==> src/rtl/iac_pkg.sv <==
// Shared constants, types and carriers for the interrupt acknowledge capture unit
package iac_pkg;

  // Host function addresses
  localparam logic [31:0] IAC_ADDR_INT_ENABLE = 32'hf0000080; // Write enable and clear
  localparam logic [31:0] IAC_ADDR_VEC_REARM = 32'hf0000082; // Read vector, rearm
  localparam logic [31:0] IAC_ADDR_VEC_PEEK = 32'hf0000084; // Read vector only
  localparam logic [31:0] IAC_ADDR_FORCE_ONCE = 32'hf0000086; // Forced sequence
  localparam logic [31:0] IAC_ADDR_FORCE_LOOP = 32'hf0000088; // Forced, repeating
  localparam logic [31:0] IAC_ADDR_CASC_LOW = 32'hf000008c; // Cascade low word
  localparam logic [31:0] IAC_ADDR_CASC_HIGH = 32'hf000008e; // Cascade top byte

  // Field layout and values
  localparam logic [15:0] IAC_ENABLE_VALUE = 16'h0001; // Value that enables
  localparam int IAC_VEC_W = 8; // Vector byte width
  localparam int IAC_CASC_W = 24; // Cascade address width
  localparam int IAC_DATA_W = 16; // Host and target data width
  localparam logic [7:0] IAC_VEC_RESET = 8'h00; // Vector after reset
  localparam logic [23:0] IAC_CASC_RESET = 24'h000000; // Cascade after reset
  localparam logic [15:0] IAC_RDATA_NONE = 16'h0000; // Unmapped read answer

  // Timing
  localparam int IAC_CLK_NS = 40; // Clock period
  localparam int IAC_ACK_CYC_NS = 80; // Least length of one acknowledge cycle
  localparam int IAC_ACK_GAP_NS = 120; // Least idle time between the two cycles
  localparam int IAC_ACK_CYC_CNT = (IAC_ACK_CYC_NS + IAC_CLK_NS - 1) / IAC_CLK_NS;
  localparam int IAC_ACK_GAP_CNT = (IAC_ACK_GAP_NS + IAC_CLK_NS - 1) / IAC_CLK_NS;
  localparam int IAC_CNT_W = 4; // Wait counter width
  localparam logic [3:0] IAC_CYC_LOAD = 4'(IAC_ACK_CYC_CNT - 1); // Cycle count load
  localparam logic [3:0] IAC_GAP_LOAD = 4'(IAC_ACK_GAP_CNT - 1); // Gap count load

  // Sequencer states
  typedef enum logic [2:0] {
    IAC_IDLE,
    IAC_CYC1,
    IAC_GAP,
    IAC_CYC2
  } iac_state_t;

  // Host request carrier
  typedef struct packed {
    logic wr;
    logic [31:0] addr;
    logic [15:0] wdata;
  } iac_hreq_t;

  // Target bus sample carrier
  typedef struct packed {
    logic [15:0] data;
    logic [23:0] addr;
  } iac_tbus_t;

endpackage : iac_pkg

==> src/rtl/iac_unit.sv <==
// Interrupt acknowledge, vector and cascade capture logic of the test pod
`timescale 1ns/1ps
module iac_unit (
  // Clock and reset
  input wire logic clk_sys,
  input wire logic rst,
  // Host function access
  input wire logic host_req,
  input wire iac_pkg::iac_hreq_t host_cmd,
  output logic host_ack,
  output logic [15:0] host_rdata,
  // Target board pins
  input wire logic interrupt_request_input,
  input wire logic tgt_ready_n,
  input wire iac_pkg::iac_tbus_t tgt_bus,
  output logic acknowledge_cycle_n,
  // Scope and mode
  input wire logic acknowledge_cycle_sync_sel,
  input wire logic emulation_run_mode,
  output logic scope_trig_n,
  output logic irq_to_cpu,
  output logic target_handler_sel,
  output logic pending_vector_flag
);
  import iac_pkg::*;

  // Pin synchronisers: three stages each, first stage read only by second
  logic [2:0] irq_sync; // Request pin stages
  logic [2:0] rdy_sync; // Ready pin stages
  logic irq_f; // Filtered request level
  logic rdy_f; // Filtered ready level, active high

  // Sequencer state
  iac_state_t state; // Acknowledge sequencer
  logic [3:0] wait_cnt; // Cycle length counter
  logic seq_last; // Final edge of the vector cycle
  logic seq_start; // Sequence begins this edge

  // Control flags
  logic int_en; // Target interrupts enabled
  logic armed; // Request input re-enabled
  logic force_pend; // Forced sequence waiting
  logic loop_on; // Forced sequence repeats
  logic ack_wait; // Host waits for forced vector

  // Captures
  logic [7:0] vector; // Captured vector byte
  logic [23:0] cascade; // Captured cascade address

  // Decoded host accesses
  logic wr_enable; // Write to the enable address
  logic rd_rearm; // Read of the rearming address
  logic rd_peek; // Read of the peek address
  logic rd_force; // Read of either force address
  logic rd_loop; // Read of the loop address
  logic rd_casc_lo; // Read of cascade low word
  logic rd_casc_hi; // Read of cascade top byte
  logic req_take; // Request accepted this edge

  // Host accesses only while no forced read is outstanding
  assign req_take = host_req && !ack_wait;
  assign wr_enable = req_take && host_cmd.wr && host_cmd.addr == IAC_ADDR_INT_ENABLE;
  assign rd_rearm = req_take && !host_cmd.wr && host_cmd.addr == IAC_ADDR_VEC_REARM;
  assign rd_peek = req_take && !host_cmd.wr && host_cmd.addr == IAC_ADDR_VEC_PEEK;
  assign rd_loop = req_take && !host_cmd.wr && host_cmd.addr == IAC_ADDR_FORCE_LOOP;
  assign rd_force = rd_loop ||
    (req_take && !host_cmd.wr && host_cmd.addr == IAC_ADDR_FORCE_ONCE);
  assign rd_casc_lo = req_take && !host_cmd.wr && host_cmd.addr == IAC_ADDR_CASC_LOW;
  assign rd_casc_hi = req_take && !host_cmd.wr && host_cmd.addr == IAC_ADDR_CASC_HIGH;

  // Synchronise request and ready pins
  always_ff @(posedge clk_sys) begin
    if (rst) begin
      irq_sync <= 3'h0;
      rdy_sync <= 3'h7;
    end else begin
      irq_sync <= {irq_sync[1:0], interrupt_request_input};
      rdy_sync <= {rdy_sync[1:0], tgt_ready_n};
    end
  end

  // Filtered levels change only when the last two stages agree
  always_ff @(posedge clk_sys) begin
    if (rst) begin
      irq_f <= 1'b0;
      rdy_f <= 1'b0;
    end else begin
      if (irq_sync[1] == irq_sync[2]) begin
        irq_f <= irq_sync[2];
      end
      if (rdy_sync[1] == rdy_sync[2]) begin
        rdy_f <= !rdy_sync[2];
      end
    end
  end

  // Start on force, loop, or an enabled and armed request
  assign seq_start = state == IAC_IDLE &&
    (force_pend || loop_on || (int_en && armed && irq_f));
  // Vector cycle ends once its least length passed and the target is ready
  assign seq_last = state == IAC_CYC2 && wait_cnt == 4'h0 && rdy_f;

  // Two-cycle acknowledge sequencer
  always_ff @(posedge clk_sys) begin
    if (rst) begin
      state <= IAC_IDLE;
      wait_cnt <= 4'h0;
      acknowledge_cycle_n <= 1'b1;
    end else begin
      case (state)
        IAC_IDLE: begin
          // First cycle opens the sequence
          if (seq_start) begin
            state <= IAC_CYC1;
            wait_cnt <= IAC_CYC_LOAD;
            acknowledge_cycle_n <= 1'b0;
          end
        end
        IAC_CYC1: begin
          // Count down, then wait for target ready
          if (wait_cnt != 4'h0) begin
            wait_cnt <= wait_cnt - 4'h1;
          end else if (rdy_f) begin
            state <= IAC_GAP;
            wait_cnt <= IAC_GAP_LOAD;
            acknowledge_cycle_n <= 1'b1;
          end
        end
        IAC_GAP: begin
          // Idle gap so the target sees two distinct cycles; the gap also
          // lasts until the filtered ready of the first cycle has dropped,
          // else the vector cycle would end on a stale ready
          if (wait_cnt != 4'h0) begin
            wait_cnt <= wait_cnt - 4'h1;
          end else if (!rdy_f) begin
            state <= IAC_CYC2;
            wait_cnt <= IAC_CYC_LOAD;
            acknowledge_cycle_n <= 1'b0;
          end
        end
        IAC_CYC2: begin
          // Vector cycle; bus is sampled on its final edge
          if (wait_cnt != 4'h0) begin
            wait_cnt <= wait_cnt - 4'h1;
          end else if (rdy_f) begin
            state <= IAC_IDLE;
            acknowledge_cycle_n <= 1'b1;
          end
        end
        default: begin
          state <= IAC_IDLE;
          acknowledge_cycle_n <= 1'b1;
        end
      endcase
    end
  end

  // Scope trigger spans both cycles when acknowledge sync is chosen
  always_ff @(posedge clk_sys) begin
    if (rst) begin
      scope_trig_n <= 1'b1;
    end else if (seq_start && acknowledge_cycle_sync_sel) begin
      scope_trig_n <= 1'b0;
    end else if (seq_last) begin
      scope_trig_n <= 1'b1;
    end
  end

  // Captures; a capture wins over a clear in the same cycle
  always_ff @(posedge clk_sys) begin
    if (rst) begin
      vector <= IAC_VEC_RESET;
      cascade <= IAC_CASC_RESET;
    end else if (seq_last) begin
      // Bus values are stable while ready is confirmed, so no resync here
      vector <= tgt_bus.data[7:0];
      cascade <= tgt_bus.addr;
    end else if (wr_enable && host_cmd.wdata == IAC_ENABLE_VALUE) begin
      vector <= IAC_VEC_RESET;
      cascade <= IAC_CASC_RESET;
    end
  end

  // Enable and arming flags
  always_ff @(posedge clk_sys) begin
    if (rst) begin
      int_en <= 1'b0;
      armed <= 1'b0;
    end else begin
      if (wr_enable) begin
        // Any other value written turns interrupts off
        int_en <= host_cmd.wdata == IAC_ENABLE_VALUE;
      end
      if (seq_last) begin
        // Disarm wins, so a fresh vector is overwritten only by a forced sequence
        armed <= 1'b0;
      end else if (rd_rearm || (wr_enable && host_cmd.wdata == IAC_ENABLE_VALUE)) begin
        armed <= 1'b1;
      end
    end
  end

  // Pending-vector flag; a capture wins over a clear
  always_ff @(posedge clk_sys) begin
    if (rst) begin
      pending_vector_flag <= 1'b0;
    end else if (seq_last) begin
      pending_vector_flag <= 1'b1;
    end else if (rd_rearm || (wr_enable && host_cmd.wdata == IAC_ENABLE_VALUE)) begin
      pending_vector_flag <= 1'b0;
    end
  end

  // Force and loop requests
  always_ff @(posedge clk_sys) begin
    if (rst) begin
      force_pend <= 1'b0;
      loop_on <= 1'b0;
    end else begin
      if (rd_force) begin
        force_pend <= 1'b1;
      end else if (seq_start) begin
        force_pend <= 1'b0;
      end
      // Loop runs until the host makes any other access
      if (rd_loop) begin
        loop_on <= 1'b1;
      end else if (req_take) begin
        loop_on <= 1'b0;
      end
    end
  end

  // Host answers: immediate for plain accesses, after capture for force reads
  always_ff @(posedge clk_sys) begin
    if (rst) begin
      host_ack <= 1'b0;
      host_rdata <= IAC_RDATA_NONE;
      ack_wait <= 1'b0;
    end else begin
      host_ack <= 1'b0;
      if (ack_wait && seq_last) begin
        // Return the byte caught in this very cycle
        host_ack <= 1'b1;
        host_rdata <= {8'h00, tgt_bus.data[7:0]};
        ack_wait <= 1'b0;
      end else if (rd_force) begin
        ack_wait <= 1'b1;
      end else if (req_take) begin
        host_ack <= 1'b1;
        if (rd_rearm || rd_peek) begin
          host_rdata <= {8'h00, vector};
        end else if (rd_casc_lo) begin
          host_rdata <= cascade[15:0];
        end else if (rd_casc_hi) begin
          host_rdata <= {8'h00, cascade[23:16]};
        end else begin
          host_rdata <= IAC_RDATA_NONE;
        end
      end
    end
  end

  // Interrupt path to the pod processor and handler choice
  always_ff @(posedge clk_sys) begin
    if (rst) begin
      irq_to_cpu <= 1'b0;
      target_handler_sel <= 1'b0;
    end else begin
      irq_to_cpu <= int_en && armed && irq_f;
      // Target service routines only in emulation run
      target_handler_sel <= emulation_run_mode;
    end
  end

  // Checks
  property p_enable_clears;
    @(posedge clk_sys) disable iff (rst)
    (wr_enable && host_cmd.wdata == IAC_ENABLE_VALUE && !seq_last)
      |=> !pending_vector_flag && vector == IAC_VEC_RESET && cascade == IAC_CASC_RESET;
  endproperty
  a_enable_clears: assert property (p_enable_clears) else $error("enable write did not clear");

  property p_rearm_read;
    @(posedge clk_sys) disable iff (rst)
    (rd_rearm && !seq_last) |=> host_ack && armed && !pending_vector_flag
      && host_rdata[7:0] == $past(vector);
  endproperty
  a_rearm_read: assert property (p_rearm_read) else $error("rearm read wrong");

  property p_peek_read;
    @(posedge clk_sys) disable iff (rst)
    (rd_peek && !seq_last && !rd_rearm) |=> armed == $past(armed)
      && pending_vector_flag == $past(pending_vector_flag) && host_rdata[7:0] == $past(vector);
  endproperty
  a_peek_read: assert property (p_peek_read) else $error("peek read changed state");

  property p_block_after_ack;
    @(posedge clk_sys) disable iff (rst)
    seq_last |=> !armed ##1 !irq_to_cpu;
  endproperty
  a_block_after_ack: assert property (p_block_after_ack) else $error("not blocked");

  property p_capture;
    @(posedge clk_sys) disable iff (rst)
    seq_last |=> vector == $past(tgt_bus.data[7:0]) && cascade == $past(tgt_bus.addr);
  endproperty
  a_capture: assert property (p_capture) else $error("capture missed bus values");

  property p_cascade_read;
    @(posedge clk_sys) disable iff (rst)
    rd_casc_lo |=> host_ack && host_rdata == $past(cascade[15:0])
      && pending_vector_flag == $past(pending_vector_flag) || $past(seq_last);
  endproperty
  a_cascade_read: assert property (p_cascade_read) else $error("cascade read wrong");

  property p_force_starts;
    @(posedge clk_sys) disable iff (rst)
    (rd_force && state == IAC_IDLE) |=> ##1 state == IAC_CYC1 && !acknowledge_cycle_n;
  endproperty
  a_force_starts: assert property (p_force_starts) else $error("force did not start");

  property p_two_cycles;
    @(posedge clk_sys) disable iff (rst)
    (state == IAC_GAP && wait_cnt == 4'h0 && !rdy_f)
      |=> state == IAC_CYC2 && !acknowledge_cycle_n;
  endproperty
  a_two_cycles: assert property (p_two_cycles) else $error("second cycle missing");

  property p_scope;
    @(posedge clk_sys) disable iff (rst)
    (seq_start && acknowledge_cycle_sync_sel) |=> !scope_trig_n until_with (!acknowledge_cycle_n);
  endproperty
  a_scope: assert property (p_scope) else $error("scope trigger not low");

  property p_scope_end;
    @(posedge clk_sys) disable iff (rst)
    seq_last |=> scope_trig_n && acknowledge_cycle_n;
  endproperty
  a_scope_end: assert property (p_scope_end) else $error("scope trigger stayed low");

endmodule : iac_unit

==> config.mk <==
export PLATFORM = sky130hd
export DESIGN_NAME = iac_unit
export DESIGN_NICKNAME = d
export VERILOG_FILES = /design/src/rtl/iac_pkg.sv /design/src/rtl/iac_unit.sv
export SDC_FILE = /design/constraint.sdc
export NUM_CORES = 1
export LEC_CHECK = 0
export ABC_AREA = 1
export ABC_CLOCK_PERIOD_IN_PS = 1500
export BUFFER_PORTS_ARGS = -buffer_cell sky130_fd_sc_hd__buf_2
export CAP_MARGIN = 10
export CORE_MARGIN = 5
export CORE_UTILIZATION = 45
export DETAILED_ROUTE_END_ITERATION = 8
export GPL_TIMING_DRIVEN = 0
export PLACE_DENSITY = 0.82
export SYNTH_ARGS = -nofsm -noshare
export SYNTH_HDL_FRONTEND = slang
export SYNTH_SLANG_ARGS = --single-unit
==> constraint.sdc <==
create_clock -name clk_sys -period 1.5 [get_ports clk_sys]
set_clock_uncertainty 0.05 [all_clocks]
set_input_delay 0.3 -clock clk_sys [delete_from_list [all_inputs] [get_ports clk_sys]]
set_output_delay 0.3 -clock clk_sys [all_outputs]
set_load 0.005 [all_outputs]
==> impl_metrics.py <==
metrics = {
    "status": {
        "status": "complete, but fails checks",
        "violations": "negative setup slack",
    },
    "layout": {
        "n_antenna_cell": 0,
        "nets": 773,
        "multiInputGateArea_um2": 2359,
        "drive_gt1_share_pct": 44.38,
        "fill_cells": 652,
        "finalNonFillerCells": 781,
        "areaGrowthSynthToFinish_pct": 44.15,
        "ff_latch_area_um2": 1473,
    },
    "sta": {
        "setup_violations": 51,
        "finalMaxSlewViolations": 0,
        "finalHoldViolations": 0,
        "fmax_ghz": 0.6264,
        "post-route-min-period_ns": 1.596,
        "rsz0062_at_grt": "true",
        "fin_ws_ns": -0.09630,
        "worst_hold_slack_ns": 0.07913,
        "tns_ns": -3.255,
        "tightest_slew_ns": 0.7391,
        "min_period_over_period_pct": 106.4,
        "relSlewSlack_pct": 50.73,
    },
    "worst_setup_path": {
        "cp.arrival_ns": 1.77,
        "crit_path_start_kind": "flop",
        "critical_path_required_ns": 1.67,
        "path_class": "flop to flop",
        "crit_fanout": 5,
        "end_kind": "flop",
    },
    "yosys": {
        "synthSimpleGateAreaFrac_pct": 40.37,
        "synth_seq_area_share_pct": 39.06,
        "synth_cell_types": 33,
        "ys.flop_type": "dfxtp_1",
        "yosysWarnings": 0,
        "synth_top_area_share_pct": 39.06,
        "synth-edff-count": 0,
        "yosysMostFrequentCell": "nand2_1",
        "synth_area_um2": 3741,
        "synth_top_area_cell": "dfxtp_1",
        "synth.area.top_cells": "dfxtp_1 39%, nand2_1 13%, nand3_1 7.4%",
        "ys_seq_elements": 73,
        "postSynthCellCount": 528,
        "async_flop_share_pct": 0,
        "syn_area_per_cell_um2": 7.085,
        "synth_top_family_by_area": "simple AND/OR/NAND/NOR gates",
        "synth_fa_ha_area_share_pct": 2.007,
        "synth_nets": 630,
        "synth-compound-area-share_pct": 9.398,
        "synth_common_cells": "126 x nand2_1, 73 x dfxtp_1, 69 x nor2_1, 55 x nand3_1, 53 x inv_1",
        "synth_xor_area_share_pct": 0.2341,
        "muxShareOfSynthArea_pct": 0,
    },
    "pwr": {
        "power.internal_uw": 2898,
        "swShare_pct": 28.39,
        "vdd_drop_max_v": 0.0006768,
        "pwr-share-seq_pct": 49.3,
        "p_sw_uw": 1149,
        "power.density_nw_per_um2": 750.6,
        "p_comb_share_pct": 16.6,
        "power_frac_clock_pct": 34.1,
        "leakagePower_uw": 0.002522,
    },
    "die": {
        "rows": 33,
        "io_pins": 118,
        "initial_core_util_pct": 45.76,
        "die_h_um": 101.2,
        "die_w_um": 101.2,
        "die-area_um2": 10240,
        "core_area_um2": 8175,
    },
    "clock_tree": {
        "clockBufferDepth": 2,
        "cts_num_sinks": 73,
        "hold_buffers": 0,
        "clockRootBuffer": "clkbuf_8",
        "cts_max_level": 3,
        "tritoncts": "built",
        "cts_buffers": 9,
        "clk_pin_slew_ns": 0.08,
        "clk_latency_ns": 0.36,
    },
    "routing": {
        "firstDrtPassIters": 5,
        "drtAntennaViolNets": 0,
        "routedWlPerCell_um": 15.74,
        "totalWireLength_um": 12300,
        "drt_iter0_markers": 243,
        "via_per_inst": 5.411,
        "vias": 4226,
        "drcViolationCount": 0,
    },
    "job": {
        "cap_violations": 0,
    },
    "placement": {
        "place_hpwl_um": 7754,
        "pre_cts_slack_ns": -0.2561,
        "numPortBuffers": 109,
        "dp_cells": 742,
        "place.gp.congestion": 0.8780,
    },
    "min_path": {
        "hold_path_class": "input pin to flop",
    },
    "global_routing": {
        "grt.overflow.total": 0,
        "grt_usage_pct": 20.82,
        "grt_antenna_before_repair": 0,
        "grt_max_degree": 13,
        "grt_pass1_wl_um": 17180,
        "first_global_vias": 3937,
    },
}
## stage by stage
step | utilization [%] | power (uW) | instance area (um2)
after floorplan | - | 2300 | 3741
after global placement | 54.04 | 2492 | 4418
after detailed placement | 54.04 | 2509 | 4418
after CTS | 60.36 | 3961 | 4935
after global routing | 65.96 | 4188 | 5393
final | 65.96 | 4048 | 5393
## state kept, by name, indices dropped and copies added, names as in the netlist, 2 cells and up
name / flops
wait_cnt: 4
state: 2
irq_sync: 3
rdy_sync: 3
cascade: 24
vector: 8
host_rdata: 16
## cell families (layout without fill, tap and decap cells)
kind of cell               after synthesis  in the layout
xor gates and xnor gates                 1              1
AOI/OAI and AO/OA                       67             67
and+or+nand+nor                        303            304
adders and majority gates                6              6
DFF                                     73             73
buffers and inverters                   78            225
## critical path: stages (launching register included)
cell	delay [ns]
dfxtp_2	0.33
inv_2	0.08
ha_4	0.14
nand2_4	0.05
inv_4	0.06
nand2_4	0.06
nor2_8	0.12
nand2_4	0.07
nand2_4	0.10
nand3_4	0.13
nand2_2	0.11
inv_2	0.04
nor2_2	0.07
nor2_1	0.04
## layout by cell type (no fill, tap or decap), types with 6 or more instances in the layout
cell,netlist,routed
buf_2,5,110
nand2_1,126,97
dfxtp_1,73,68
nor2_1,69,61
nand3_1,55,50
inv_1,53,44
a21oi_2,1,30
nand2_4,3,24
nand3_2,17,21
a21oi_1,50,21
nand2_2,7,15
buf_4,3,12
inv_2,6,11
clkbuf_8,0,10
nor2_2,1,8
buf_8,0,8
clkbuf_1,7,7
o21ai_0,10,7
buf_6,3,6
nand4_1,6,6
## power groups by stage
stage	Clock (uW)	Combinational (uW)	Sequential (uW)
2_1_floorplan	0	273	2030
3_3_place_gp	0	464	2030
3_5_place_dp	0	479	2030
4_1_cts	1370	598	1990
5_1_grt	1460	725	2000
6_report	1380	670	2000
## final cells by class
class / instances / share of cell area (%)
timing repair inverter: 1 / 0.1624
inverter: 60 / 4.640
buffer: 16 / 2.738
tap: 105 / 2.436
timing repair buffer: 132 / 15.78
clock inverter: 5 / 0.5800
clock buffer: 11 / 2.622
sequential: 73 / 27.31
multi-input combinational: 378 / 43.74
## path summary, 6_finish.rpt
kind	startpoint	endpoint	slack, ns	cells past startpoint
worst min-delay path	tgt_ready_n	rdy_sync[0]	0.08	2
worst max register to register	wait_cnt[1]	host_rdata[6]	-0.1	13
worst max-delay path	wait_cnt[1]	host_rdata[6]	-0.1	13
worst min register to register	rdy_sync[2]	rdy_f	0.36	1
## repair_timing
action                                  4_1_cts  5_1_grt
cloned                                        3        5
endpoints found under the hold margin         0        0
setup buffers                                14        5
pin swaps                                    41       36
endpoints found under the setup margin       57       60
resized for setup                            59       99
## layer usage
metal / GRT usage (%) / up-vias / share of wire (%)
met2: 37.27 / 194 / 53
met5: 0 / - / 0
met1: 24.37 / 1999 / 37
met3: 4.959 / 33 / 7.2
li1: - / 2000 / -
met4: 6.851 / 0 / 2.6
No activity file was read; power rests on OpenSTA's default activity.
